## src/mbrh_map.vh

```
`ifndef MBRH_MAP_VH
`define MBRH_MAP_VH
// function codes
`define MBRH_FC_RD_COILS 8'h01
`define MBRH_FC_RD_DISC 8'h02
`define MBRH_FC_RD_HOLD 8'h03
`define MBRH_FC_RD_INPUT 8'h04
`define MBRH_FC_WR_COIL 8'h05
`define MBRH_FC_WR_REG 8'h06
`define MBRH_FC_WR_COILS 8'h0f
`define MBRH_FC_WR_REGS 8'h10
`define MBRH_FC_MASK_WR 8'h16
`define MBRH_FC_RW_REGS 8'h17
// exception codes
`define MBRH_EX_FUNC 8'h01
`define MBRH_EX_ADDR 8'h02
`define MBRH_EX_VALUE 8'h03
`define MBRH_EX_FAIL 8'h04
// object addresses
`define MBRH_ADDR_CLK_SEC 16'h8110
`define MBRH_ADDR_CLK_MIN 16'h8111
`define MBRH_ADDR_CLK_HOUR 16'h8112
`define MBRH_ADDR_FAULT 16'he003
`define MBRH_ADDR_RUN 16'hf001
// frame fault codes
`define MBRH_FLT_ALLOC 16'h0001
`define MBRH_FLT_CSUM 16'h0002
`define MBRH_FLT_BCAST 16'h0003
`define MBRH_FLT_SIZE 16'h0004
`define MBRH_FLT_COILS 16'h0005
`define MBRH_FLT_REGS 16'h0006
`define MBRH_FLT_RW 16'h0007
`define MBRH_FLT_DMA 16'h0008
`define MBRH_FLT_QUEUE 16'h0009
// reset values
`define MBRH_RST_FAULT 16'h0000
`define MBRH_RST_AUTO 1'b1
// program store sizes
`define MBRH_GEN_LINES 59754
`define MBRH_SPC_LINES 1928
// fixed usb port settings
`define MBRH_USB_BAUD 115200
`define MBRH_USB_STATION 8'h01
`endif

```

## src/mbrh_handler.v

```verilog
`timescale 1ns/1ns
`include "mbrh_map.vh"
module mbrh_handler #(
	parameter GEN_LINES = `MBRH_GEN_LINES,
	parameter SPC_LINES = `MBRH_SPC_LINES
) (
	// clock and reset
	input wire ref_clk,
	input wire nrst,
	// request, one pulse per decoded frame from either port
	input wire req_valid,
	input wire req_port,
	input wire [7:0] req_func,
	input wire [15:0] req_addr,
	input wire [15:0] req_count,
	input wire [15:0] req_wdata,
	input wire [15:0] req_and_mask,
	input wire [15:0] req_or_mask,
	input wire req_fail,
	// program store write request
	input wire prog_valid,
	input wire prog_special,
	input wire [15:0] prog_line,
	// frame fault events from the framing layer
	input wire flt_alloc,
	input wire flt_csum,
	input wire flt_bcast,
	input wire flt_size,
	input wire flt_coils,
	input wire flt_regs,
	input wire flt_rw,
	input wire flt_dma,
	input wire flt_queue,
	// device state
	input wire run_state,
	input wire [15:0] rtc_sec,
	input wire [15:0] rtc_min,
	input wire [15:0] rtc_hour,
	// reply
	output reg rsp_valid,
	output reg rsp_port,
	output reg [7:0] rsp_func,
	output reg [7:0] rsp_exc,
	output reg [15:0] rsp_data,
	// clock load
	output reg rtc_load,
	output reg [15:0] rtc_set_sec,
	output reg [15:0] rtc_set_min,
	output reg [15:0] rtc_set_hour,
	// program store
	output reg prog_accept,
	output reg prog_refused,
	// visible state
	output reg [15:0] fault_code,
	output reg fault_flag
);
	reg rst_s1_reg;
	reg rst_s2_reg;
	reg auto_reg;
	reg [7:0] exc_next;
	reg [15:0] data_next;
	reg [15:0] flt_next;
	reg flt_hit;
	reg is_clk_reg;
	reg is_clk_coil;
	reg is_read;
	reg is_write_reg;
	reg addr_ok;
	wire rst_n;
	wire [15:0] masked;
	wire [15:0] sec_reg;
	wire [15:0] min_reg;
	wire [15:0] hour_reg;
	wire stage_wr;
	wire mask_op;
	reg line_fits;

	// usb port framing is fixed; its station and rate stay beside the shared handler
	localparam [7:0] USB_STATION = `MBRH_USB_STATION;
	localparam USB_BAUD = `MBRH_USB_BAUD;

	// reset release through two flops; assertion stays asynchronous
	always @(posedge ref_clk or negedge nrst) begin
		if (!nrst) begin
			rst_s1_reg <= 1'b0;
			rst_s2_reg <= 1'b0;
		end else begin
			rst_s1_reg <= 1'b1;
			rst_s2_reg <= rst_s1_reg;
		end
	end
	assign rst_n = rst_s2_reg;

	// read-back of the currently addressed clock register; any other address selects hour
	assign masked = ((req_addr == `MBRH_ADDR_CLK_SEC) ? sec_reg :
		(req_addr == `MBRH_ADDR_CLK_MIN) ? min_reg : hour_reg);

	// a register write lands only with refresh off, else the next refresh undoes it
	assign stage_wr = req_valid && exc_next == 8'h00 && is_write_reg && !auto_reg;
	assign mask_op = (req_func == `MBRH_FC_MASK_WR);

	// the three staged clock fields share one shape
	mbrh_stage #(
		.WIDTH(16)
	) stage_sec_i (
		.ref_clk(ref_clk),
		.rst_n(rst_n),
		.refresh(auto_reg),
		.live(rtc_sec),
		.wr(stage_wr && req_addr == `MBRH_ADDR_CLK_SEC),
		.mask_op(mask_op),
		.wdata(req_wdata),
		.and_mask(req_and_mask),
		.or_mask(req_or_mask),
		.stage_reg(sec_reg)
	);

	mbrh_stage #(
		.WIDTH(16)
	) stage_min_i (
		.ref_clk(ref_clk),
		.rst_n(rst_n),
		.refresh(auto_reg),
		.live(rtc_min),
		.wr(stage_wr && req_addr == `MBRH_ADDR_CLK_MIN),
		.mask_op(mask_op),
		.wdata(req_wdata),
		.and_mask(req_and_mask),
		.or_mask(req_or_mask),
		.stage_reg(min_reg)
	);

	mbrh_stage #(
		.WIDTH(16)
	) stage_hour_i (
		.ref_clk(ref_clk),
		.rst_n(rst_n),
		.refresh(auto_reg),
		.live(rtc_hour),
		.wr(stage_wr && req_addr == `MBRH_ADDR_CLK_HOUR),
		.mask_op(mask_op),
		.wdata(req_wdata),
		.and_mask(req_and_mask),
		.or_mask(req_or_mask),
		.stage_reg(hour_reg)
	);

	// address classification
	always @* begin
		is_clk_reg = (req_addr >= `MBRH_ADDR_CLK_SEC) && (req_addr <= `MBRH_ADDR_CLK_HOUR);
		is_clk_coil = (req_addr == `MBRH_ADDR_CLK_SEC) || (req_addr == `MBRH_ADDR_CLK_MIN);
		is_read = 1'b0;
		is_write_reg = 1'b0;
		addr_ok = 1'b0;
		// reads first, then the coil and register write families
		if (req_func == `MBRH_FC_RD_DISC) begin
			is_read = 1'b1;
			addr_ok = (req_addr == `MBRH_ADDR_RUN);
		end else if (req_func == `MBRH_FC_RD_COILS) begin
			is_read = 1'b1;
			addr_ok = is_clk_coil || (req_addr == `MBRH_ADDR_FAULT);
		end else if (req_func == `MBRH_FC_RD_INPUT) begin
			is_read = 1'b1;
			addr_ok = (req_addr == `MBRH_ADDR_FAULT);
		end else if (req_func == `MBRH_FC_RD_HOLD) begin
			is_read = 1'b1;
			addr_ok = is_clk_reg;
		end else if (req_func == `MBRH_FC_WR_COIL || req_func == `MBRH_FC_WR_COILS) begin
			addr_ok = is_clk_coil || (req_addr == `MBRH_ADDR_FAULT);
		end else if (req_func == `MBRH_FC_WR_REG || req_func == `MBRH_FC_WR_REGS
			|| req_func == `MBRH_FC_RW_REGS || req_func == `MBRH_FC_MASK_WR) begin
			is_write_reg = 1'b1;
			addr_ok = is_clk_reg;
		end
	end

	// exception and read data selection, in modbus priority order
	always @* begin
		exc_next = 8'h00;
		data_next = 16'h0000;
		if (req_func != `MBRH_FC_RD_COILS && req_func != `MBRH_FC_RD_DISC
			&& req_func != `MBRH_FC_RD_HOLD && req_func != `MBRH_FC_RD_INPUT
			&& req_func != `MBRH_FC_WR_COIL && req_func != `MBRH_FC_WR_REG
			&& req_func != `MBRH_FC_WR_COILS && req_func != `MBRH_FC_WR_REGS
			&& req_func != `MBRH_FC_MASK_WR && req_func != `MBRH_FC_RW_REGS) begin
			exc_next = `MBRH_EX_FUNC;
		end else if (!addr_ok) begin
			exc_next = `MBRH_EX_ADDR;
		end else if (req_count != 16'h0001) begin
			exc_next = `MBRH_EX_VALUE;
		end else if (req_fail) begin
			exc_next = `MBRH_EX_FAIL;
		end else if (req_func == `MBRH_FC_RD_DISC) begin
			data_next = {15'h0000, run_state};
		end else if (req_func == `MBRH_FC_RD_COILS) begin
			if (req_addr == `MBRH_ADDR_FAULT)
				data_next = {15'h0000, fault_flag};
			else if (req_addr == `MBRH_ADDR_CLK_SEC)
				data_next = {15'h0000, auto_reg};
		end else if (req_func == `MBRH_FC_RD_INPUT) begin
			data_next = fault_code;
		end else if (req_func == `MBRH_FC_RD_HOLD || req_func == `MBRH_FC_RW_REGS) begin
			data_next = masked;
		end
	end

	// fault code priority: lowest code wins when several arrive at once
	always @* begin
		// assume a hit, dropped below when no source fires
		flt_hit = 1'b1;
		flt_next = `MBRH_RST_FAULT;
		if (flt_alloc)
			flt_next = `MBRH_FLT_ALLOC;
		else if (flt_csum)
			flt_next = `MBRH_FLT_CSUM;
		else if (flt_bcast)
			flt_next = `MBRH_FLT_BCAST;
		else if (flt_size)
			flt_next = `MBRH_FLT_SIZE;
		else if (flt_coils)
			flt_next = `MBRH_FLT_COILS;
		else if (flt_regs)
			flt_next = `MBRH_FLT_REGS;
		else if (flt_rw)
			flt_next = `MBRH_FLT_RW;
		else if (flt_dma)
			flt_next = `MBRH_FLT_DMA;
		else if (flt_queue)
			flt_next = `MBRH_FLT_QUEUE;
		else
			flt_hit = 1'b0;
	end

	// reply, one cycle after the request; one handler serves both ports
	always @(posedge ref_clk or negedge rst_n) begin
		if (!rst_n) begin
			rsp_valid <= 1'b0;
			rsp_port <= 1'b0;
			rsp_func <= 8'h00;
			rsp_exc <= 8'h00;
			rsp_data <= 16'h0000;
		end else begin
			// port travels with the reply so each link gets its own answer
			rsp_valid <= req_valid;
			if (req_valid) begin
				rsp_port <= req_port;
				rsp_func <= (exc_next != 8'h00) ? (req_func | 8'h80) : req_func;
				rsp_exc <= exc_next;
				rsp_data <= data_next;
			end
		end
	end

	// fault register and flag; a new fault wins over a clearing write
	always @(posedge ref_clk or negedge rst_n) begin
		if (!rst_n) begin
			fault_code <= `MBRH_RST_FAULT;
			fault_flag <= 1'b0;
		end else begin
			// a clearing write only counts when the request itself is clean
			if (flt_hit) begin
				fault_code <= flt_next;
				fault_flag <= 1'b1;
			end else if (req_valid && exc_next == 8'h00 && req_addr == `MBRH_ADDR_FAULT
				&& (req_func == `MBRH_FC_WR_COIL || req_func == `MBRH_FC_WR_COILS)) begin
				fault_flag <= req_wdata[0];
			end
		end
	end

	// refresh flag and apply strobe; the apply coil written with zero does nothing
	always @(posedge ref_clk or negedge rst_n) begin
		if (!rst_n) begin
			auto_reg <= `MBRH_RST_AUTO;
			rtc_load <= 1'b0;
			rtc_set_sec <= 16'h0000;
			rtc_set_min <= 16'h0000;
			rtc_set_hour <= 16'h0000;
		end else begin
			// strobe stands for one cycle only
			rtc_load <= 1'b0;
			if (req_valid && exc_next == 8'h00) begin
				if (req_func == `MBRH_FC_WR_COIL || req_func == `MBRH_FC_WR_COILS) begin
					if (req_addr == `MBRH_ADDR_CLK_SEC)
						auto_reg <= req_wdata[0];
					else if (req_addr == `MBRH_ADDR_CLK_MIN && req_wdata[0]) begin
						rtc_load <= 1'b1;
						rtc_set_sec <= sec_reg;
						rtc_set_min <= min_reg;
						rtc_set_hour <= hour_reg;
					end
				end
			end
		end
	end

	// line index against the size of the selected store
	always @* begin
		if (prog_special)
			line_fits = ({16'h0000, prog_line} < SPC_LINES);
		else
			line_fits = ({16'h0000, prog_line} < GEN_LINES);
	end

	// program store gate: refused while running or beyond store size
	always @(posedge ref_clk or negedge rst_n) begin
		if (!rst_n) begin
			prog_accept <= 1'b0;
			prog_refused <= 1'b0;
		end else begin
			prog_accept <= prog_valid && !run_state && line_fits;
			prog_refused <= prog_valid && (run_state || !line_fits);
		end
	end
endmodule // mbrh_handler

// one staged clock field: follows the running clock while refresh is on,
// otherwise keeps what the master wrote until it is applied
module mbrh_stage #(
	parameter WIDTH = 16
) (
	// clock and reset
	input wire ref_clk,
	input wire rst_n,
	// refresh source
	input wire refresh,
	input wire [WIDTH-1:0] live,
	// master write
	input wire wr,
	input wire mask_op,
	input wire [WIDTH-1:0] wdata,
	input wire [WIDTH-1:0] and_mask,
	input wire [WIDTH-1:0] or_mask,
	// staged value
	output reg [WIDTH-1:0] stage_reg
);
	// refresh and write never meet: the handler only writes with refresh off
	always @(posedge ref_clk or negedge rst_n) begin
		if (!rst_n) begin
			stage_reg <= {WIDTH{1'b0}};
		end else if (refresh) begin
			stage_reg <= live;
		end else if (wr) begin
			if (mask_op)
				stage_reg <= (stage_reg & and_mask) | (or_mask & ~and_mask);
			else
				stage_reg <= wdata;
		end
	end
endmodule // mbrh_stage

```

## config.mk

```make
export PLATFORM = sky130hd
export DESIGN_NAME = mbrh_handler
export DESIGN_NICKNAME = d
export VERILOG_FILES = /design/src/mbrh_handler.v
export VERILOG_INCLUDE_DIRS = /design/src
export SDC_FILE = /design/constraint.sdc
export NUM_CORES = 1
export LEC_CHECK = 0
export ABC_AREA = 1
export BUFFER_PORTS_ARGS = -buffer_cell sky130_fd_sc_hd__buf_2
export CAP_MARGIN = 30
export CORE_ASPECT_RATIO = 1.25
export CORE_MARGIN = 2
export CORE_UTILIZATION = 54
export DETAILED_ROUTE_END_ITERATION = 12
export GPL_TIMING_DRIVEN = 0
export PLACE_DENSITY = 0.86
export SLEW_MARGIN = 20
export SYNTH_ARGS = -nofsm -noshare
export SYNTH_HDL_FRONTEND = slang
export SYNTH_SLANG_ARGS = --single-unit
```

## constraint.sdc

```tcl
create_clock -name ref_clk -period 9.34 [get_ports ref_clk]
set_input_delay 0.934 -clock ref_clk [delete_from_list [all_inputs] [get_ports ref_clk]]
set_output_delay 0.934 -clock ref_clk [all_outputs]
set_load 0.005 [all_outputs]
```

==> summary.txt, run 1 <==
STA
  • RSZ-0062 raised after global routing: false
  • Total negative slack: 0 ns
  • Final Skew: 0.0121 ns
  • Max Slew Vio Count: 0
  • Fin crit share: 0.326
  • Post-layout min period: 3.04 ns
  • Rel. slew slack: 0.510
  • Max Fclk: 0.328 GHz
  • Slew @ Worst Pin: 0.733 ns
  • Final hold violations: 0
  • Final setup viols: 0

Final layout
  • # fillers: 1126
  • Layout Cells excl Fill: 1494
  • NumNets Final: 1479
  • ANT cells: 0
  • Ratio of cells with drive above 1 in the final layout: 0.261
  • Post-layout util: 0.722
  • Synthesis-to-layout area growth: 30.2%

Hold path
  • Min-Delay Path Class: flop to asynchronous set/reset pin

Global routing
  • Vias in the first global route: 7666
  • Layer with the highest usage: met2
  • Met3 global-route usage: 0.0816
  • All-Layer GR Usage: 0.338
  • Largest net degree at the start of global routing: 59
  • GRT met1 Usage: 0.396
  • Initial antenna violation count: 0
  • Global route overflow: 0
  • First-pass GRT wire length: 37700 microns
  • Grt met2 use: 0.577

Place
  • Number of port buffers: 252
  • Global placement routability congestion: 0.971
  • Dpl hpwl: 18400 microns
  • Placed cells: 1462

Setup path
  • CP endpoint kind: flop
  • CP startpoint: req_func[6]
  • Crit path kind: primary input to flop
  • CP Max Fanout: 10
  • CP arrival: 3.34 ns
  • FF-to-FF setup slack: 6.95 ns
  • Worst EP required: 9.64 ns
  • Crit start category: primary input
  • Worst r2r src: auto_reg
  • R2R depth: 7

Yosys
  • Post-synth EDFFs: 0
  • Unique masters post-synth: 43
  • Mapped Cells: 1021
  • Seq/Total Area, Yosys: 0.464
  • Yosys warning count: 0
  • Top FF cell, synth: dfrtp_1
  • Synth area leaders: dfrtp_1 46%, nand2_1 22%, nor2_1 4.5%
  • Yosys top cell by area: dfrtp_1
  • Post-synth top area share: 0.460
  • Seq cells post-synth: 136
  • Post-synth ARST share: 1.00
  • Mapped cell area: 7340 sq um
  • Syn_area_per_cell: 7.19 sq um

Floorplanning
  • Row cnt: 47
  • IO Pins: 271
  • Chip width: 108 microns
  • Total core area: 13200 sq um
  • Starting density of the core: 0.555
  • Die height: 134 microns
  • Die ar.: 14500 sq um

Detailed routing
  • Drt wl/cell: 16.1 microns
  • Routed WL: 24100 microns
  • DRT iter0 DRCs: 535
  • Pre-antenna DRT Iters: 5
  • Via count: 8031
  • Drt via density: 5.38
  • Antenna-violating nets left: 0
  • # DRC: 0

CTS
  • Num CTS Buffers: 17
  • CTS tree: yes
  • Max H-tree Level: 4
  • Clock Sinks: 136
  • Clock-pin slew on the worst setup and hold paths: 0.06 ns
  • Clk_lat worst skew: 0.42 ns
  • CTS resizes: 0
  • # Post-CTS Setup Buffers: 0
  • CTS max path bufs: 2
  • CTS root buf: clkbuf_16
  • Hold Buf Count CTS: 0

Flow run
  • Max Cap Viol: 0

Pwr
  • Static leakage: 5.27 nW
  • Peak supply drop: 92.8 uV
  • PD cells: 146 nW/um^2

Status
  • Status: finished clean
report_power, final:
part / switching (mW) / total (mW) / internal [mW]
clock network: 0.267 / 0.698 / 0.430
registers: 0.00465 / 0.599 / 0.595
logic: 0.0546 / 0.100 / 0.0458
total: 0.327 / 1.40 / 1.07
how the worst min path moves through the flow:
stage,slack (ns),cells after the start,to
floorplan,0.33,0,rst_n
global placement,0.34,0,rst_n
detailed placement,0.24,0,rtc_set_sec[3]
CTS,0.24,0,rtc_set_min[1]
global route,0.26,0,asynchronous set/reset pin
finish,0.24,0,asynchronous set/reset pin
metal layers:
metal / wire length (microns) / part of all wire / up-vias
met4: 971 / 0.040 / 0
met3: 2370 / 0.099 / 74
met2: 11700 / 0.49 / 440
li1: - / - / 3829
met1: 8990 / 0.37 / 3688
met5: 0 / 0 / -
synth_stat cells, drive strengths merged, types with 6 or more instances:
cell type and count:
clkbuf 22, inv 78, nor3 7, buf 36
a211oi 6, dfrtp 135, nor2 95, o21ai 67
a31oi 16, nand3 68, nor4 17, a21oi 17
nand2 426
critical path: stages:
cell and delay, ns:
buf_2 0.11, nor2_1 0.14, nand2_1 0.21, nor2_1 0.19, inv_1 0.10, o211ai_2 0.22, nand2_1 0.13, nor2_4 0.22
nand4_2 0.22, o21bai_2 0.32, buf_2 0.31, nand2_1 0.10, nand2_1 0.08, nand2_1 0.05
final cells by class:
| type | instances | area, sq um | share of cell area |
|---|---|---|---|
| Clock buffer | 19 | 443 | 0.0464 |
| Buffer | 58 | 328 | 0.0343 |
| Sequential cell | 136 | 3410 | 0.357 |
| Clock inverter | 13 | 169 | 0.0177 |
| Multi-Input combinational cell | 764 | 3370 | 0.353 |
| Timing Repair Buffer | 254 | 1320 | 0.138 |
| Tap cell | 171 | 214 | 0.0224 |
| Inverter | 79 | 298 | 0.0312 |
logic make-up (layout without fill, tap and decap cells):
family,Yosys count,in the layout,share of synthesized area
AOI/OAI and AO/OA,123,123,0.0982
buffers and inverters,137,423,0.0853
other,2,18,0.00102
DFF,136,136,0.464
and+or+nand+nor,623,623,0.351
stage by stage:
stage / worst slack [ns] / power, mW / hold WS (ns) / area, sq um
3_5_place_dp: 5.98 / 0.710 / 0.236 / 8940
3_3_place_gp: 3.84 / 0.704 / 0.336 / 8870
5_1_grt: 6.10 / 1.44 / 0.257 / 9550
6_report: 6.30 / 1.40 / 0.237 / 9550
4_1_cts: 6.32 / 1.40 / 0.242 / 9550
2_1_floorplan: 5.27 / 0.651 / 0.331 / 7400
cell usage in the layout, fill, tap and decap left out, types with 6 or more instances in the layout:
cell type	Yosys	layout
nand3_1	65	65
o21ai_0	56	56
a211oi_1	6	6
clkbuf_16	0	17
o21ai_1	10	10
a21oi_1	17	17
buf_2	13	265
conb_1	2	18
nor4_1	17	17
a31oi_1	16	16
inv_1	76	76
nor2_1	88	88
clkbuf_1	22	23
dfrtp_1	135	134
nor3_1	7	7
buf_4	17	17
nand2_1	424	424
No activity file was read; power rests on OpenSTA's default activity.
==> run 2, diff against run 1 <==
Settings changed: CORE_UTILIZATION 54 to 45, PLACE_DENSITY 0.86 to 0.77.
Clock period 9.34 ns to 2.7 ns, I/O delays scaled along.
==> run 2 against run 1 <==
  * Flip-flop and latch count is the same
  * Power grew to 3.4 times the previous value
  * Register-to-register slack lost 6.6 ns
  * First-iteration DRC count shrank 3.0%
  * Clock power grew to 3.3 times the previous value
  * Global-route usage shrank 6.5 points
  * Cell area grew 0.56%
  * Core utilization shrank 12 points
  * Sequential share of layout area shrank 0.20 points
  * Critical path depth is the same
  * Via count shrank 3.5%
  * Critical path type unchanged
  * Largest cell class unchanged
==> summary.txt, run 2 (same netlist as run 1, synthesis figures left out) <==
Status
  • Status: finished clean

STA
  • Slew @ Worst Pin: 0.764 ns (+0.0309 ns)
  • Final Skew: 0.0111 ns (-0.000990 ns)
  • Final hold violations: 0 (unchanged)
  • Post-layout min period: 2.40 ns
  • Fin crit share: 0.889
  • Final setup viols: 0 (unchanged)
  • Max Fclk: 0.416 GHz
  • Max Slew Vio Count: 0 (unchanged)
  • RSZ-0062 raised after global routing: false
  • Rel. slew slack: 0.489 (-0.0207)

Setup path
  • Buf/Inv on CP: 3 (unchanged)
  • CP endpoint kind: flop
  • Cell mode on critical path: nand2_1
  • FF-to-FF setup slack: 0.34 ns (-6.61 ns)
  • CP Depth: 14 (unchanged)
  • Slowest stage cell on the critical path: buf_2
  • CP Max Fanout: 10 (unchanged)
  • CP startpoint: req_func[7]
  • Worst EP required: 3.01 ns (-6.63 ns)
  • Worst r2r src: auto_reg
  • CP arrival: 2.71 ns (-0.63 ns)
  • Worst path cell trace: buf_2 -> nor2_1 -> nand2_1 -> nor2_1 -> inv_1 -> o211ai_2 -> nand2_1 -> nor2_4 -> nand4_2 -> o21bai_2 -> buf_2 -> nand2_1 -> nand2_1 -> nand2_1
  • Crit path kind: primary input to flop
  • Crit start category: primary input
  • R2R depth: 7 (unchanged)
  • CP delay by family, top: simple AND/OR/NAND/NOR gates
  • Largest stage delay, worst path: 0.32 ns (about the same)

Detailed routing
  • Drt wl/cell: 15.3 microns (-4.8%)
  • # DRC: 0 (unchanged)
  • Routed WL: 23600 microns (-1.8%)
  • Drt via density: 5.03 (-6.4%)
  • Pre-antenna DRT Iters: 8 (+3)
  • Via count: 7751 (-3.5%)
  • Antenna-violating nets left: 0 (unchanged)
  • DRT iter0 DRCs: 519 (-3.0%)

Floorplanning
  • Starting density of the core: 0.457 (-0.0980)
  • Total core area: 16100 sq um (+21%)
  • Die ar.: 17300 sq um (+19%)
  • Die height: 147 microns (+9.3%)
  • IO Pins: 271 (unchanged)
  • Chip width: 118 microns (+9.2%)
  • Row cnt: 52 (+11%)

CTS
  • Num CTS Buffers: 17 (unchanged)
  • Clock Sinks: 136 (unchanged)
  • Clk_lat worst skew: 0.42 ns (about the same)
  • CTS root buf: clkbuf_16
  • Clock-pin slew on the worst setup and hold paths: 0.06 ns (about the same)
  • CTS max path bufs: 2 (unchanged)
  • Max H-tree Level: 4 (unchanged)
  • CTS tree: yes

Hold path
  • Hold EP: prog_refused
  • Min-Delay Path Class: primary input to flop
  • HP Start: prog_valid
  • WHS Path Cells: 3

Final layout
  • Design Area, Final: 9600 sq um (+0.56%)
  • Commonest non-fill, non-tap cell in the layout: nand2_1
  • Ratio of cells with drive above 1 in the final layout: 0.258 (-0.00266)
  • Post-layout util: 0.598 (-0.124)
  • ANT cells: 0 (unchanged)
  • Synthesis-to-layout area growth: 30.9%
  • NumNets Final: 1481 (+0.14%)
  • Most frequent cells in the layout: 424 x nand2_1, 265 x buf_2, 134 x dfrtp_1

Place
  • Dpl hpwl: 18700 microns (+1.7%)
  • Placed Area: 8990 sq um (+0.63%)
  • Number of port buffers: 252 (unchanged)
  • Global placement routability congestion: 0.897 (-7.6%)

Global routing
  • Vias in the first global route: 7324 (-4.5%)
  • Largest net degree at the start of global routing: 59 (unchanged)
  • Initial antenna violation count: 0 (unchanged)
  • All-Layer GR Usage: 0.273 (-0.0654)
  • First-pass GRT wire length: 37000 microns (-1.9%)
  • Global route overflow: 0 (unchanged)

Pwr
  • Static leakage: 5.27 nW (-0.11%)
  • Peak supply drop: 448 uV (+380%)
  • PD cells: 495 nW/um^2 (+240%)

Flow run
  • Max Cap Viol: 0 (unchanged)
-- run 2: through the flow --
step	setup WS [ns]	TNS, ns	std cells	hold slack [ns]	total power, mW
final	0.299	0	1541	0.0493	4.75
after global routing	0.134	0	1541	0.0570	4.92
after CTS	0.357	0	1541	0.0391	4.78
after detailed placement	-0.0526	-1.17	1507	0.0579	2.45
after global placement	-0.381	-49.21	1505	0.0554	2.44
after floorplan	0.440	0	1037	-0.0256	2.25
-- run 2: how the worst max path moves through the flow --
stage	endpoint	slack (ns)
5_1_grt	flop	0.13
3_3_place_gp	rtc_load	-0.38
6_report	flop	0.30
3_5_place_dp	flop	-0.05
2_1_floorplan	asynchronous set/reset pin	0.44
4_1_cts	flop	0.36
-- run 2: area by class of cell --
class	count	area (sq um)
Buffer	58	328
Clock buffer	21	440
Clock inverter	11	149
Fill cell	1519	6470
Inverter	79	298
Multi-Input combinational cell	764	3370
Sequential cell	136	3410
Tap cell	216	270
Timing Repair Buffer	256	1340
-- run 2: worst reg2reg max path: stages (launching register included) --
cell and delay (ns):
dfstp_2 0.52, clkbuf_1 0.29, clkbuf_1 0.53, clkbuf_1 0.57
nand2_1 0.14, nand2_1 0.10, nand3_1 0.08, nand2_1 0.08
-- run 2: power breakdown --
group,switching [mW],internal [mW]
sequential,0.0188,2.06
combinational,0.184,0.160
clock,0.879,1.45
total,1.08,3.67
-- run 2: metal layers --
metal,track usage,vias up,part of all wire
li1,-,3830,-
met2,0.473,356,0.49
met4,0.115,0,0.032
met5,0,-,0
met3,0.0528,56,0.071
met1,0.332,3509,0.40
-- run 2: what timing repair did --
action,4_1_cts,5_1_grt
hold buffers,2,0
endpoints found under the hold margin,3,0
resized for setup,0,0
setup buffers,0,0
